File: src/inc/mhc_pkg.sv
// Shared constants and carrier types for the mux host control block
package mhc_pkg;
  // Clock and timing
  localparam int CLK_NS       = 8;
  localparam int RTC_NS       = 10_000_000;  // 100 Hz tick period
  localparam int SCAN_NS      = 50_000_000;  // Idle output scan period
  localparam int RTC_CYC_DEF  = (RTC_NS + CLK_NS - 1) / CLK_NS;
  localparam int SCAN_CYC_DEF = (SCAN_NS + CLK_NS - 1) / CLK_NS;
  localparam int CNT_W        = 24;
  // Status stack
  localparam int          STK_DEPTH = 40;
  localparam logic [5:0]  STK_FULL  = 6'(STK_DEPTH);
  // Control block area
  localparam logic [15:0] BASE_DEF  = 16'h3C00;  // 36000 octal
  localparam logic [15:0] BASE_MASK = 16'hFF00;  // Eight msb only
  // APB byte offsets
  localparam logic [7:0] A_CMD     = 8'h00;
  localparam logic [7:0] A_DOA     = 8'h04;
  localparam logic [7:0] A_STAT    = 8'h08;
  localparam logic [7:0] A_STATPOP = 8'h0C;
  localparam logic [7:0] A_BASE    = 8'h10;
  // Command register bits
  localparam int C_CLR    = 0;
  localparam int C_CLK    = 1;
  localparam int C_START  = 2;
  localparam int C_RESUME = 3;
  localparam int C_PAUSE  = 4;
  // Word offsets within a port control block
  localparam logic [2:0] W_ICW   = 3'h0;
  localparam logic [2:0] W_OCW   = 3'h1;
  localparam logic [2:0] W_IPTR  = 3'h4;
  localparam logic [2:0] W_OPTR  = 3'h5;
  localparam logic [2:0] W_ILAST = 3'h6;
  localparam logic [2:0] W_OLAST = 3'h7;
  // Control word bits (bit 15 is the msb)
  localparam int B_DONE  = 15;
  localparam int B_AUTO  = 14;
  localparam int B_ECHO  = 13;
  localparam int B_OPT   = 12;
  localparam int B_DSTAT = 11;
  localparam int B_PDS   = 10;
  localparam int B_EFAIL = 9;
  localparam int B_DSC   = 8;
  localparam int B_ERR_H = 11;
  localparam int B_MODE_H = 14;
  localparam logic [1:0] OM_OFF  = 2'h0;
  localparam logic [1:0] OM_AUTO = 2'h1;
  localparam logic [1:0] OM_PORT_SETUP_OUTPUT = 2'h2;
  // Special characters are control codes up to this value
  localparam logic [7:0] SPECIAL_MAX = 8'h1F;
  // Full reset defaults
  localparam logic [2:0] BAUD_110  = 3'h0;
  localparam logic [7:0] PORT0_CFG = 8'hF0;  // 8 bits, no parity, 2 stop
  // Status word bits
  localparam int SW_RTI  = 15;
  localparam int SW_OVF  = 14;
  localparam int SW_PID  = 13;
  localparam int SW_POD  = 12;
  localparam int SW_ID_H = 11;

  typedef enum logic [2:0] {
    S_IDLE   = 3'b000,
    S_RDCW   = 3'b001,
    S_RDPTR  = 3'b011,
    S_RDLAST = 3'b010,
    S_RDBUF  = 3'b110,
    S_WRBUF  = 3'b111,
    S_WRPTR  = 3'b101,
    S_WRCW   = 3'b100
  } mhc_state_e;

  typedef struct packed {
    logic        req;
    logic        we;
    logic [14:0] addr;
    logic [15:0] wdata;
  } mhc_mem_req_s;

  typedef struct packed {
    logic       valid;
    logic [6:0] port;
    logic [7:0] data;
    logic [1:0] err;
  } mhc_rx_evt_s;

  typedef struct packed {
    logic       valid;
    logic [6:0] port;
    logic [7:0] data;
    logic       ctrl;
    logic       dctl;
  } mhc_tx_s;

  typedef struct packed {
    logic       lines_idle;
    logic       ctl_all;
    logic       defaults;
    logic [2:0] baud;
    logic [7:0] port0_cfg;
  } mhc_fx_s;

  typedef struct packed {
    logic       rti;
    logic       pid;
    logic       pod;
    logic [6:0] port;
  } mhc_ent_s;

  typedef struct packed {
    mhc_state_e                  st;
    logic [6:0]                  port;
    logic                        rx;
    logic [7:0]                  ch;
    logic [1:0]                  err;
    logic                        dstat;
    logic                        efail;
    logic                        irq;
    logic [15:0]                 cw;
    logic [15:0]                 ptr;
    logic [15:0]                 last;
    mhc_mem_req_s                mem;
    mhc_tx_s                     tx;
    mhc_fx_s                     fx;
    logic                        rx_rdy;
    logic                        busy;
    logic                        done;
    logic                        rtc;
    logic                        rtc_pend;
    logic [CNT_W-1:0]            rtc_cnt;
    logic [CNT_W-1:0]            scan_cnt;
    logic                        scan_pend;
    logic [6:0]                  scan_port;
    logic [15:0]                 base;
    logic [STK_DEPTH-1:0][9:0]   stk;
    logic [5:0]                  cnt;
    logic                        ovf;
    logic                        pready;
    logic                        pslverr;
    logic [31:0]                 prdata;
  } mhc_state_s;
endpackage

File: src/hdl/mhc_top.sv
// Host control, status stack and port service engine of the mux
`timescale 1ns/1ps
module mhc_top import mhc_pkg::*; #(
  parameter int RTC_CYC  = RTC_CYC_DEF,
  parameter int SCAN_CYC = SCAN_CYC_DEF
) (
  input  wire logic         pclk,
  input  wire logic         presetn,
  input  wire logic         psel,
  input  wire logic         penable,
  input  wire logic         pwrite,
  input  wire logic [7:0]   paddr,
  input  wire logic [31:0]  pwdata,
  output logic              pready,
  output logic              pslverr,
  output logic [31:0]       prdata,
  input  wire logic         bus_io_reset,
  output mhc_mem_req_s      mem_req,
  input  wire logic         mem_ack,
  input  wire logic [15:0]  mem_rdata,
  input  wire mhc_rx_evt_s  rx_evt,
  output logic              rx_ready,
  input  wire logic [127:0] port_tx_free,
  input  wire logic [127:0] port_dev_status,
  output mhc_tx_s           tx_out,
  output mhc_fx_s           reset_fx,
  output logic              busy_flag,
  output logic              done_flag
);

  mhc_state_s q;
  mhc_state_s n;

  // Word address of a control block entry
  function automatic logic [14:0] cwa(logic [15:0] b, logic [6:0] p, logic [2:0] w);
    cwa = b[14:0] + {5'h00, p, w};
  endfunction

  function automatic mhc_mem_req_s mrd(logic [14:0] a);
    mrd = '{req: 1'b1, we: 1'b0, addr: a, wdata: '0};
  endfunction

  function automatic mhc_mem_req_s mwr(logic [14:0] a, logic [15:0] d);
    mwr = '{req: 1'b1, we: 1'b1, addr: a, wdata: d};
  endfunction

  // Format the top stack entry as a status word
  function automatic logic [15:0] sword(mhc_ent_s e, logic ovf, logic empty);
    sword = '0;
    if (!empty) begin
      sword[SW_RTI]              = e.rti;
      sword[SW_OVF]              = ovf;
      sword[SW_PID]              = e.pid;
      sword[SW_POD]              = e.pod;
      sword[SW_ID_H -: 7]        = e.port;
    end
  endfunction

  logic       push;
  logic       pop;
  logic       clr;
  logic       full_rst;
  logic       ack;
  logic       acc;
  logic       spec;
  logic [7:0] b;
  mhc_ent_s   ent;

  // Next state of the whole block
  always_comb begin
    n = q;
    push = 1'b0;
    pop = 1'b0;
    clr = 1'b0;
    full_rst = bus_io_reset;
    ent = '0;
    spec = 1'b0;
    b = '0;
    ack = q.mem.req && mem_ack;
    acc = psel && penable;
    n.tx.valid = 1'b0;
    n.fx.lines_idle = 1'b0;
    n.fx.ctl_all = 1'b0;
    n.fx.defaults = 1'b0;
    n.fx.baud = BAUD_110;
    n.fx.port0_cfg = PORT0_CFG;
    n.pready = 1'b0;
    n.pslverr = 1'b0;

    // Timers: 100 Hz tick and idle output scan
    if (q.rtc) begin
      if (q.rtc_cnt == CNT_W'(RTC_CYC - 1)) begin
        n.rtc_cnt = '0;
        n.rtc_pend = 1'b1;
      end else begin
        n.rtc_cnt = q.rtc_cnt + 1'b1;
      end
    end
    if (q.busy) begin
      if (q.scan_cnt == CNT_W'(SCAN_CYC - 1)) begin
        n.scan_cnt = '0;
        n.scan_pend = 1'b1;
      end else begin
        n.scan_cnt = q.scan_cnt + 1'b1;
      end
    end

    // APB: first access cycle answers, second commits
    if (acc && !q.pready) begin
      n.pready = 1'b1;
      n.prdata = '0;
      unique case (paddr)
        A_CMD:     n.prdata = {22'h00_0000, q.cnt, q.ovf, q.rtc, q.done, q.busy};
        A_DOA:     n.pslverr = !pwrite;
        A_STAT,
        A_STATPOP: begin
          n.prdata = {16'h0000, sword(mhc_ent_s'(q.stk[0]), q.ovf, q.cnt == '0)};
          n.pslverr = pwrite;
        end
        A_BASE: begin
          n.prdata = {16'h0000, q.base};
          n.pslverr = pwrite;
        end
        default:   n.pslverr = 1'b1;
      endcase
      if (paddr == A_CMD) begin
        n.pslverr = 1'b0;
      end
    end
    if (acc && q.pready && !q.pslverr) begin
      if (pwrite && paddr == A_CMD) begin
        clr = pwdata[C_CLR];
        if (pwdata[C_CLK]) begin
          n.rtc = 1'b1;
        end
        pop = pwdata[C_START];
        if (pwdata[C_RESUME]) begin
          n.busy = 1'b1;
          n.scan_pend = 1'b1;
          n.scan_port = '0;
        end
        if (pwdata[C_PAUSE]) begin
          n.busy = 1'b0;
        end
      end else if (pwrite && paddr == A_DOA) begin
        if (!q.busy) begin
          n.base = pwdata[15:0] & BASE_MASK;
        end else begin
          n.scan_pend = 1'b1;
          n.scan_port = '0;
        end
      end else if (!pwrite && (paddr == A_STAT || paddr == A_STATPOP)) begin
        if (q.cnt != '0) begin
          n.stk[0][9] = 1'b0;
        end
        pop = (paddr == A_STATPOP);
      end
    end

    // Port service engine; a pause waits for the port to end
    unique case (q.st)
      S_IDLE: begin
        if (q.busy && rx_evt.valid && q.rx_rdy) begin
          n.rx = 1'b1;
          n.port = rx_evt.port;
          n.ch = rx_evt.data;
          n.err = rx_evt.err;
          n.st = S_RDCW;
          n.mem = mrd(cwa(q.base, rx_evt.port, W_ICW));
        end else if (q.busy && q.scan_pend) begin
          n.scan_port = q.scan_port + 1'b1;
          if (q.scan_port == 7'h7F) begin
            n.scan_pend = 1'b0;
          end
          if (port_tx_free[q.scan_port]) begin
            n.rx = 1'b0;
            n.port = q.scan_port;
            n.dstat = port_dev_status[q.scan_port];
            n.st = S_RDCW;
            n.mem = mrd(cwa(q.base, q.scan_port, W_OCW));
          end
        end
      end
      S_RDCW: if (ack) begin
        n.cw = mem_rdata;
        n.irq = 1'b0;
        n.mem.req = 1'b0;
        if (q.rx) begin
          if (!mem_rdata[B_AUTO]) begin
            n.cw[B_DONE] = 1'b1;
            n.cw[7:0] = q.ch;
            n.irq = 1'b1;
            n.st = S_WRCW;
            n.mem = mwr(cwa(q.base, q.port, W_ICW), n.cw);
          end else begin
            n.efail = mem_rdata[B_ECHO] && !port_tx_free[q.port];
            n.st = S_RDPTR;
            n.mem = mrd(cwa(q.base, q.port, W_IPTR));
          end
        end else begin
          n.cw[B_PDS] = mem_rdata[B_DSTAT];
          if (mem_rdata[B_DONE] || mem_rdata[B_MODE_H -: 2] == OM_OFF) begin
            n.st = S_IDLE;
          end else if (mem_rdata[B_MODE_H -: 2] == OM_AUTO) begin
            if (mem_rdata[B_DSTAT] != q.dstat) begin
              n.cw[B_DONE] = 1'b1;
              n.cw[B_DSC] = 1'b1;
              n.irq = 1'b1;
              n.st = S_WRCW;
              n.mem = mwr(cwa(q.base, q.port, W_OCW), n.cw);
            end else begin
              n.st = S_RDPTR;
              n.mem = mrd(cwa(q.base, q.port, W_OPTR));
            end
          end else begin
            // Port control or single char: send now, done written at once
            n.tx = '{valid: 1'b1, port: q.port, data: mem_rdata[7:0],
                     ctrl: mem_rdata[B_MODE_H -: 2] == OM_PORT_SETUP_OUTPUT,
                     dctl: mem_rdata[B_OPT]};
            n.cw[B_DONE] = 1'b1;
            n.irq = 1'b1;
            n.st = S_WRCW;
            n.mem = mwr(cwa(q.base, q.port, W_OCW), n.cw);
          end
        end
      end
      S_RDPTR: if (ack) begin
        n.ptr = mem_rdata + 1'b1;
        n.st = S_RDLAST;
        n.mem = mrd(cwa(q.base, q.port, q.rx ? W_ILAST : W_OLAST));
      end
      S_RDLAST: if (ack) begin
        n.last = mem_rdata;
        if (q.rx && !q.ptr[0] && q.ptr != mem_rdata) begin
          n.st = S_WRBUF;  // Left byte fills both halves
          n.mem = mwr(q.ptr[15:1], {q.ch, q.ch});
        end else begin
          n.st = S_RDBUF;
          n.mem = mrd(q.ptr[15:1]);
        end
      end
      S_RDBUF: if (ack) begin
        if (q.rx) begin
          n.st = S_WRBUF;
          n.mem = mwr(q.ptr[15:1], q.ptr[0] ? {mem_rdata[15:8], q.ch}
                                             : {q.ch, mem_rdata[7:0]});
        end else begin
          b = q.ptr[0] ? mem_rdata[7:0] : mem_rdata[15:8];
          if (q.cw[B_OPT] && b <= SPECIAL_MAX) begin
            n.cw[B_DONE] = 1'b1;
            n.cw[B_DSC] = 1'b1;
            n.cw[7:0] = b;
            n.irq = 1'b1;
            n.st = S_WRCW;
            n.mem = mwr(cwa(q.base, q.port, W_OCW), n.cw);
          end else begin
            n.tx = '{valid: 1'b1, port: q.port, data: b, ctrl: 1'b0, dctl: 1'b0};
            n.st = S_WRPTR;
            n.mem = mwr(cwa(q.base, q.port, W_OPTR), q.ptr);
          end
        end
      end
      S_WRBUF: if (ack) begin
        n.st = S_WRPTR;
        n.mem = mwr(cwa(q.base, q.port, W_IPTR), q.ptr);
      end
      S_WRPTR: if (ack) begin
        if (q.rx) begin
          spec = q.cw[B_OPT] && q.ch <= SPECIAL_MAX;
          if (q.cw[B_ECHO] && !q.efail) begin
            n.tx = '{valid: 1'b1, port: q.port, data: q.ch, ctrl: 1'b0, dctl: 1'b0};
          end
          if (q.ptr >= q.last || spec || q.err != 2'h0 || q.efail) begin
            n.cw[B_DONE] = 1'b1;
            n.cw[B_ERR_H -: 2] = q.err;
            n.cw[B_EFAIL] = q.efail;
            if (spec) begin
              n.cw[7:0] = q.ch;
            end
            n.irq = 1'b1;
            n.st = S_WRCW;
            n.mem = mwr(cwa(q.base, q.port, W_ICW), n.cw);
          end else begin
            n.st = S_IDLE;
            n.mem.req = 1'b0;
          end
        end else begin
          if (q.ptr >= q.last) begin
            n.cw[B_DONE] = 1'b1;
            n.irq = 1'b1;
          end
          n.st = S_WRCW;
          n.mem = mwr(cwa(q.base, q.port, W_OCW), n.cw);
        end
      end
      S_WRCW: if (ack) begin
        n.st = S_IDLE;
        n.mem.req = 1'b0;
        push = q.irq;
        ent = '{rti: 1'b0, pid: q.rx, pod: !q.rx, port: q.port};
      end
    endcase

    // Reset and clear override all above
    if (clr || full_rst) begin
      n.busy = 1'b0;
      n.rtc = 1'b0;
      n.rtc_cnt = '0;
      n.scan_pend = 1'b0;
      n.st = S_IDLE;
      n.mem.req = 1'b0;
      n.tx.valid = 1'b0;
      n.fx.lines_idle = 1'b1;
      push = 1'b0;
      pop = 1'b0;
    end
    if (full_rst) begin
      n.fx.ctl_all = 1'b1;
      n.fx.defaults = 1'b1;
      n.base = BASE_DEF;
    end

    // Status stack: pop, then engine entry, else tick entry
    if (clr || full_rst) begin
      n.cnt = '0;
      n.ovf = 1'b0;
      n.rtc_pend = 1'b0;
    end else begin
      if (pop) begin
        if (n.ovf) begin
          n.cnt = '0;
          n.ovf = 1'b0;
        end else if (n.cnt != '0) begin
          for (int i = 0; i < STK_DEPTH - 1; i++) begin
            n.stk[i] = n.stk[i+1];
          end
          n.cnt = n.cnt - 1'b1;
        end
      end
      if (!push && n.rtc_pend) begin
        push = 1'b1;
        ent = '{rti: 1'b1, pid: 1'b0, pod: 1'b0, port: 7'h00};
        n.rtc_pend = 1'b0;
      end
      if (push && !n.ovf) begin
        n.stk[n.cnt] = ent;
        n.cnt = n.cnt + 1'b1;
        if (n.cnt == STK_FULL) begin
          n.ovf = 1'b1;
        end
      end
    end
    n.done = (n.cnt != '0);
    n.rx_rdy = (n.st == S_IDLE) && n.busy && !(q.st == S_IDLE && n.st != S_IDLE);
  end

  // State register
  always_ff @(posedge pclk or negedge presetn) begin
    if (!presetn) begin
      q <= '{st: S_IDLE, base: BASE_DEF, default: '0};
    end else begin
      q <= n;
    end
  end

  // Outputs straight from the state register
  assign pready    = q.pready;
  assign pslverr   = q.pslverr;
  assign prdata    = q.prdata;
  assign mem_req   = q.mem;
  assign rx_ready  = q.rx_rdy;
  assign tx_out    = q.tx;
  assign reset_fx  = q.fx;
  assign busy_flag = q.busy;
  assign done_flag = q.done;

endmodule

File: config.mk
export PLATFORM = sky130hd
export DESIGN_NAME = mhc_top
export DESIGN_NICKNAME = d
export VERILOG_FILES = /design/src/inc/mhc_pkg.sv /design/src/hdl/mhc_top.sv
export SDC_FILE = /design/constraint.sdc
export NUM_CORES = 2
export LEC_CHECK = 0
export BUFFER_PORTS_ARGS = -buffer_cell sky130_fd_sc_hd__buf_2
export CAP_MARGIN = 20
export CORE_MARGIN = 5
export CORE_UTILIZATION = 45
export DETAILED_ROUTE_END_ITERATION = 10
export GPL_TIMING_DRIVEN = 0
export HOLD_SLACK_MARGIN = 0.15
export PLACE_DENSITY = 0.71
export SKIP_CTS_REPAIR_TIMING = 1
export SLEW_MARGIN = 0
export SYNTH_ARGS = -nofsm -noshare
export SYNTH_HDL_FRONTEND = slang
export SYNTH_SLANG_ARGS = --single-unit
File: constraint.sdc
create_clock -name pclk -period 5.6 [get_ports pclk]
set_input_delay 0.56 -clock pclk [delete_from_list [all_inputs] [get_ports pclk]]
set_output_delay 0.56 -clock pclk [all_outputs]
set_load 0.01 [all_outputs]
==> reports/results.tsv <==
metric	value	unit
status	finished clean	
synth unique cells	88	
FF-to-FF path depth	11	
hold_sp	rx_evt[3]	
Cell Int Power	0.00745	W
Rel. slew slack	26.5	%
r2r setup slk	0.47	ns
DR pass1 iterations	9	
Req. time, crit path	6.16	ns
Adder-Cell Fraction of Synth Area	1.18	%
GRT Resource Usage Total	30.2	%
Layout Cells excl Fill	4880	
clk_lat worst skew	0.63	ns
cell area after layout	39900	sq um
max-cap violations	0	
IO buf count	389	
first-pass GRT wire length	190000	um
Comb power frac	4.8	%
#FFs+latches synth	620	
antenna violations before repair	16	
Initial Util	45.4	%
Leak Pwr	18.1	nW
Reg-to-Reg End	q[43]$_DFFE_PN0P_	
Die W	284	um
clk_skew	0.0442	ns
DP HPWL	95100	um
cells after synthesis	3323	
cell area after synthesis	33800	sq um
largest family of logic cells by synthesized area	compound AO/OA/AOI/OAI gates	
Synth warnings	0	
via count	30700	
power share of the clock group	49.1	%
post-synthesis sequential area ratio	45.9	%
DRT iter0 DRCs	3477	
Synth Area in XOR/XNOR	1.81	%
worst setup margin	0.424	ns
Num CTS Buffers	71	
final critical-path share of the clock period	92.4	%
final period demand of the worst path	5.18	ns
DR WL/cell	25.9	um
unrepaired setup endpoints after global routing	false	
num rows	100	
Detail Route Antenna Nets	0	
Largest stage delay, worst path	0.99	ns
GRT overflow	0	
clk buf depth	3	
Tot Pwr	0.00972	W
sw frac	23.3	%
placed cell count	4723	
WL final	126000	um
synth-to-layout area growth	18.0	%
Max H-tree Level	3	
fraction of layout cells with a size suffix above 1	22.6	%
# DRC	0	
final number of max-transition violations	0	
vias in the first global route	30800	
Cell Area, Placed	37400	sq um
setup slack after placement	0.385	ns
core area	74600	sq um
CTS tree	yes	
drt via density	6.28	
cell mode on critical path	clkbuf_1	
CTS clk-pin slew, worst paths	0.05	ns
PwrDens	243	nW/um^2
R2R Path Start	pslverr$_DFF_PN0_	
crit-path cells	dlygate4sd3_1 -> buf_2 -> clkbuf_1 -> a41oi_1 -> clkbuf_1 -> clkinv_1 -> nor3_1 -> nand2_1 -> buf_2 -> clkbuf_1 -> nor2_1 -> a221o_1	
CP Data Arrival Time	5.73	ns
critical path launch point type	primary input	
Synth Area in Compound Gates	21.4	%
Sw Pwr	0.00226	W
Top FF cell, synth	dfrtp_1	
IO Pins	439	
WP depth	12	
crit-path leading delay family	buffers and inverters	
f_max	193	MHz
final-report setup violation count	0	
Hold/Removal Path Class	in -> reg	
VDD IR max	0.222	mV
largest net degree at the start of global routing	126	
Critical-path top delay cell	nor3_1	
Hold Path Stages	3	
simple-gate share of the synthesized area	15.5	%
WP buf/inv	7	
Fin Hold WS	0.141	ns
Num Clock Sinks	620	
Syn Area/Cell	10.2	sq um
Final #Nets	4205	
CP endpoint kind	register	
FFs w/ async S/R, synth	100	%
Hold Path Sink	q[637]$_DFFE_PN0P_	
sequential power share	46.1	%
number of flops mapped to enable cells by yosys	0	
clk root buf	clkbuf_16	
final hold viol count	0	
kind of critical path	in -> reg	
Vert. Die Dim	284	um
mux cell area share after synthesis	8.84	%
Filler Cell Count	6677	
Crit Path Max Fanout	10	
Placer Congestion	1.02	
worst slew pin tran	1.10	ns
Die Area	80800	sq um
[cells in the final DEF, fill, tap and decap left out, drive strengths merged, types with 25 or more instances in the layout]
cell type  Yosys  layout
inv           83      86
a222oi        53      53
nor2         559     559
a22oi         32      32
a22o          31      31
buf          140     548
mux2i         49      49
nor3          52      52
ha            31      31
xnor2         44      44
nand3         65      65
clkbuf       155     263
conb           2      25
xor2          26      26
nand2        336     336
o21ai        172     172
a221o        358     358
dfrtp        616     616
a21oi         80      80
mux4         104     104
[state kept, by name, summed over array words and instances, names as in the netlist]
signal	cells
busy_flag	1
done_flag	1
mem_req	33
prdata	16
pready	1
pslverr	1
q	545
reset_fx	3
rx_ready	1
tx_out	18
[metrics by stage]
stage	util, %	setup TNS (ns)
after detailed placement	50.1	0
final	53.5	0
after CTS	53.4	0
after floorplan	-	0
after global placement	49.7	-5512.67
after global routing	53.5	0
[routing by layer]
metal  vias to the layer above  wire length (um)  global-route usage, %
li1                      13500                 -                      -
met1                     15300             48300                   37.8
met2                      1524             61600                   50.8
met3                       311              9410                   5.14
met4                         0              6930                   15.3
met5                         -                 0                      0
[synthesized netlist by cell type, types with 32 or more instances]
cell type  instances  area share [%]
a21oi_1           80             1.2
a221o_1          358              11
a222oi_1          53             1.6
buf_2             32            0.47
buf_4             97             2.2
clkbuf_1         153             1.7
dfrtp_1          616              46
inv_1             83            0.92
mux2i_1           49             1.4
mux4_2           104             6.9
nand2_1          336             3.7
nand3_1           61            0.90
nor2_1           528             5.9
nor3_1            49            0.72
o21ai_0          129             1.9
xnor2_1           44             1.1
[cell families (layout without fill, tap and decap cells)]
family,after synthesis,count (layout)
adder cells (fa/ha/maj),32,32
flip-flops,620,620
multiplexers,167,167
other,2,41
AND/OR/NAND/NOR,1176,1176
buffers and inverters,381,930
XOR/XNOR,70,70
AO/OA/AOI/OAI,875,875
[final cells by class]
class	count	area (sq um)	share of cell area [%]
Antenna cell	16	40.0	0.100
Buffer	295	1520	3.80
Clock buffer	107	2140	5.37
Clock inverter	24	278	0.696
Inverter	86	323	0.808
Multi-Input combinational cell	2345	16600	41.6
Sequential cell	620	15500	38.9
Tap cell	969	1210	3.04
Timing Repair Buffer	418	2300	5.75
[power groups by stage]
stage               Combinational [W]  Sequential (W)  Clock [W]
floorplan                    0.000164         0.00457          0
finish                       0.000466         0.00448    0.00477
CTS                          0.000463         0.00448    0.00483
global placement             0.000442         0.00457          0
global route                 0.000507         0.00448    0.00502
detailed placement           0.000462         0.00457          0
[worst max-delay path by stage]
stage	end	slack, ns	start
global route	q[43]$_DFFE_PN0P_	0.30	bus_io_reset
detailed placement	q[44]$_DFFE_PN0P_	0.39	penable
global placement	q[261]$_DFFE_PN0P_	-8.99	presetn
CTS	q[44]$_DFFE_PN0P_	0.53	pslverr$_DFF_PN0_
finish	q[43]$_DFFE_PN0P_	0.42	bus_io_reset
floorplan	q[633]$_DFFE_PN0P_	2.21	q[457]$_DFF_PN0_
[worst reg2reg max path, stage by stage, from the launching register on]
cell,delay (ns)
dfrtp_1,0.45
and4b_1,0.24
buf_2,0.20
a41oi_1,0.41
clkbuf_1,0.68
clkinv_1,0.65
nor3_1,0.99
nand2_1,0.28
buf_2,0.31
clkbuf_1,0.41
nor2_1,0.31
a221o_1,0.15
Note: power is estimated with default switching activity, not from simulation.
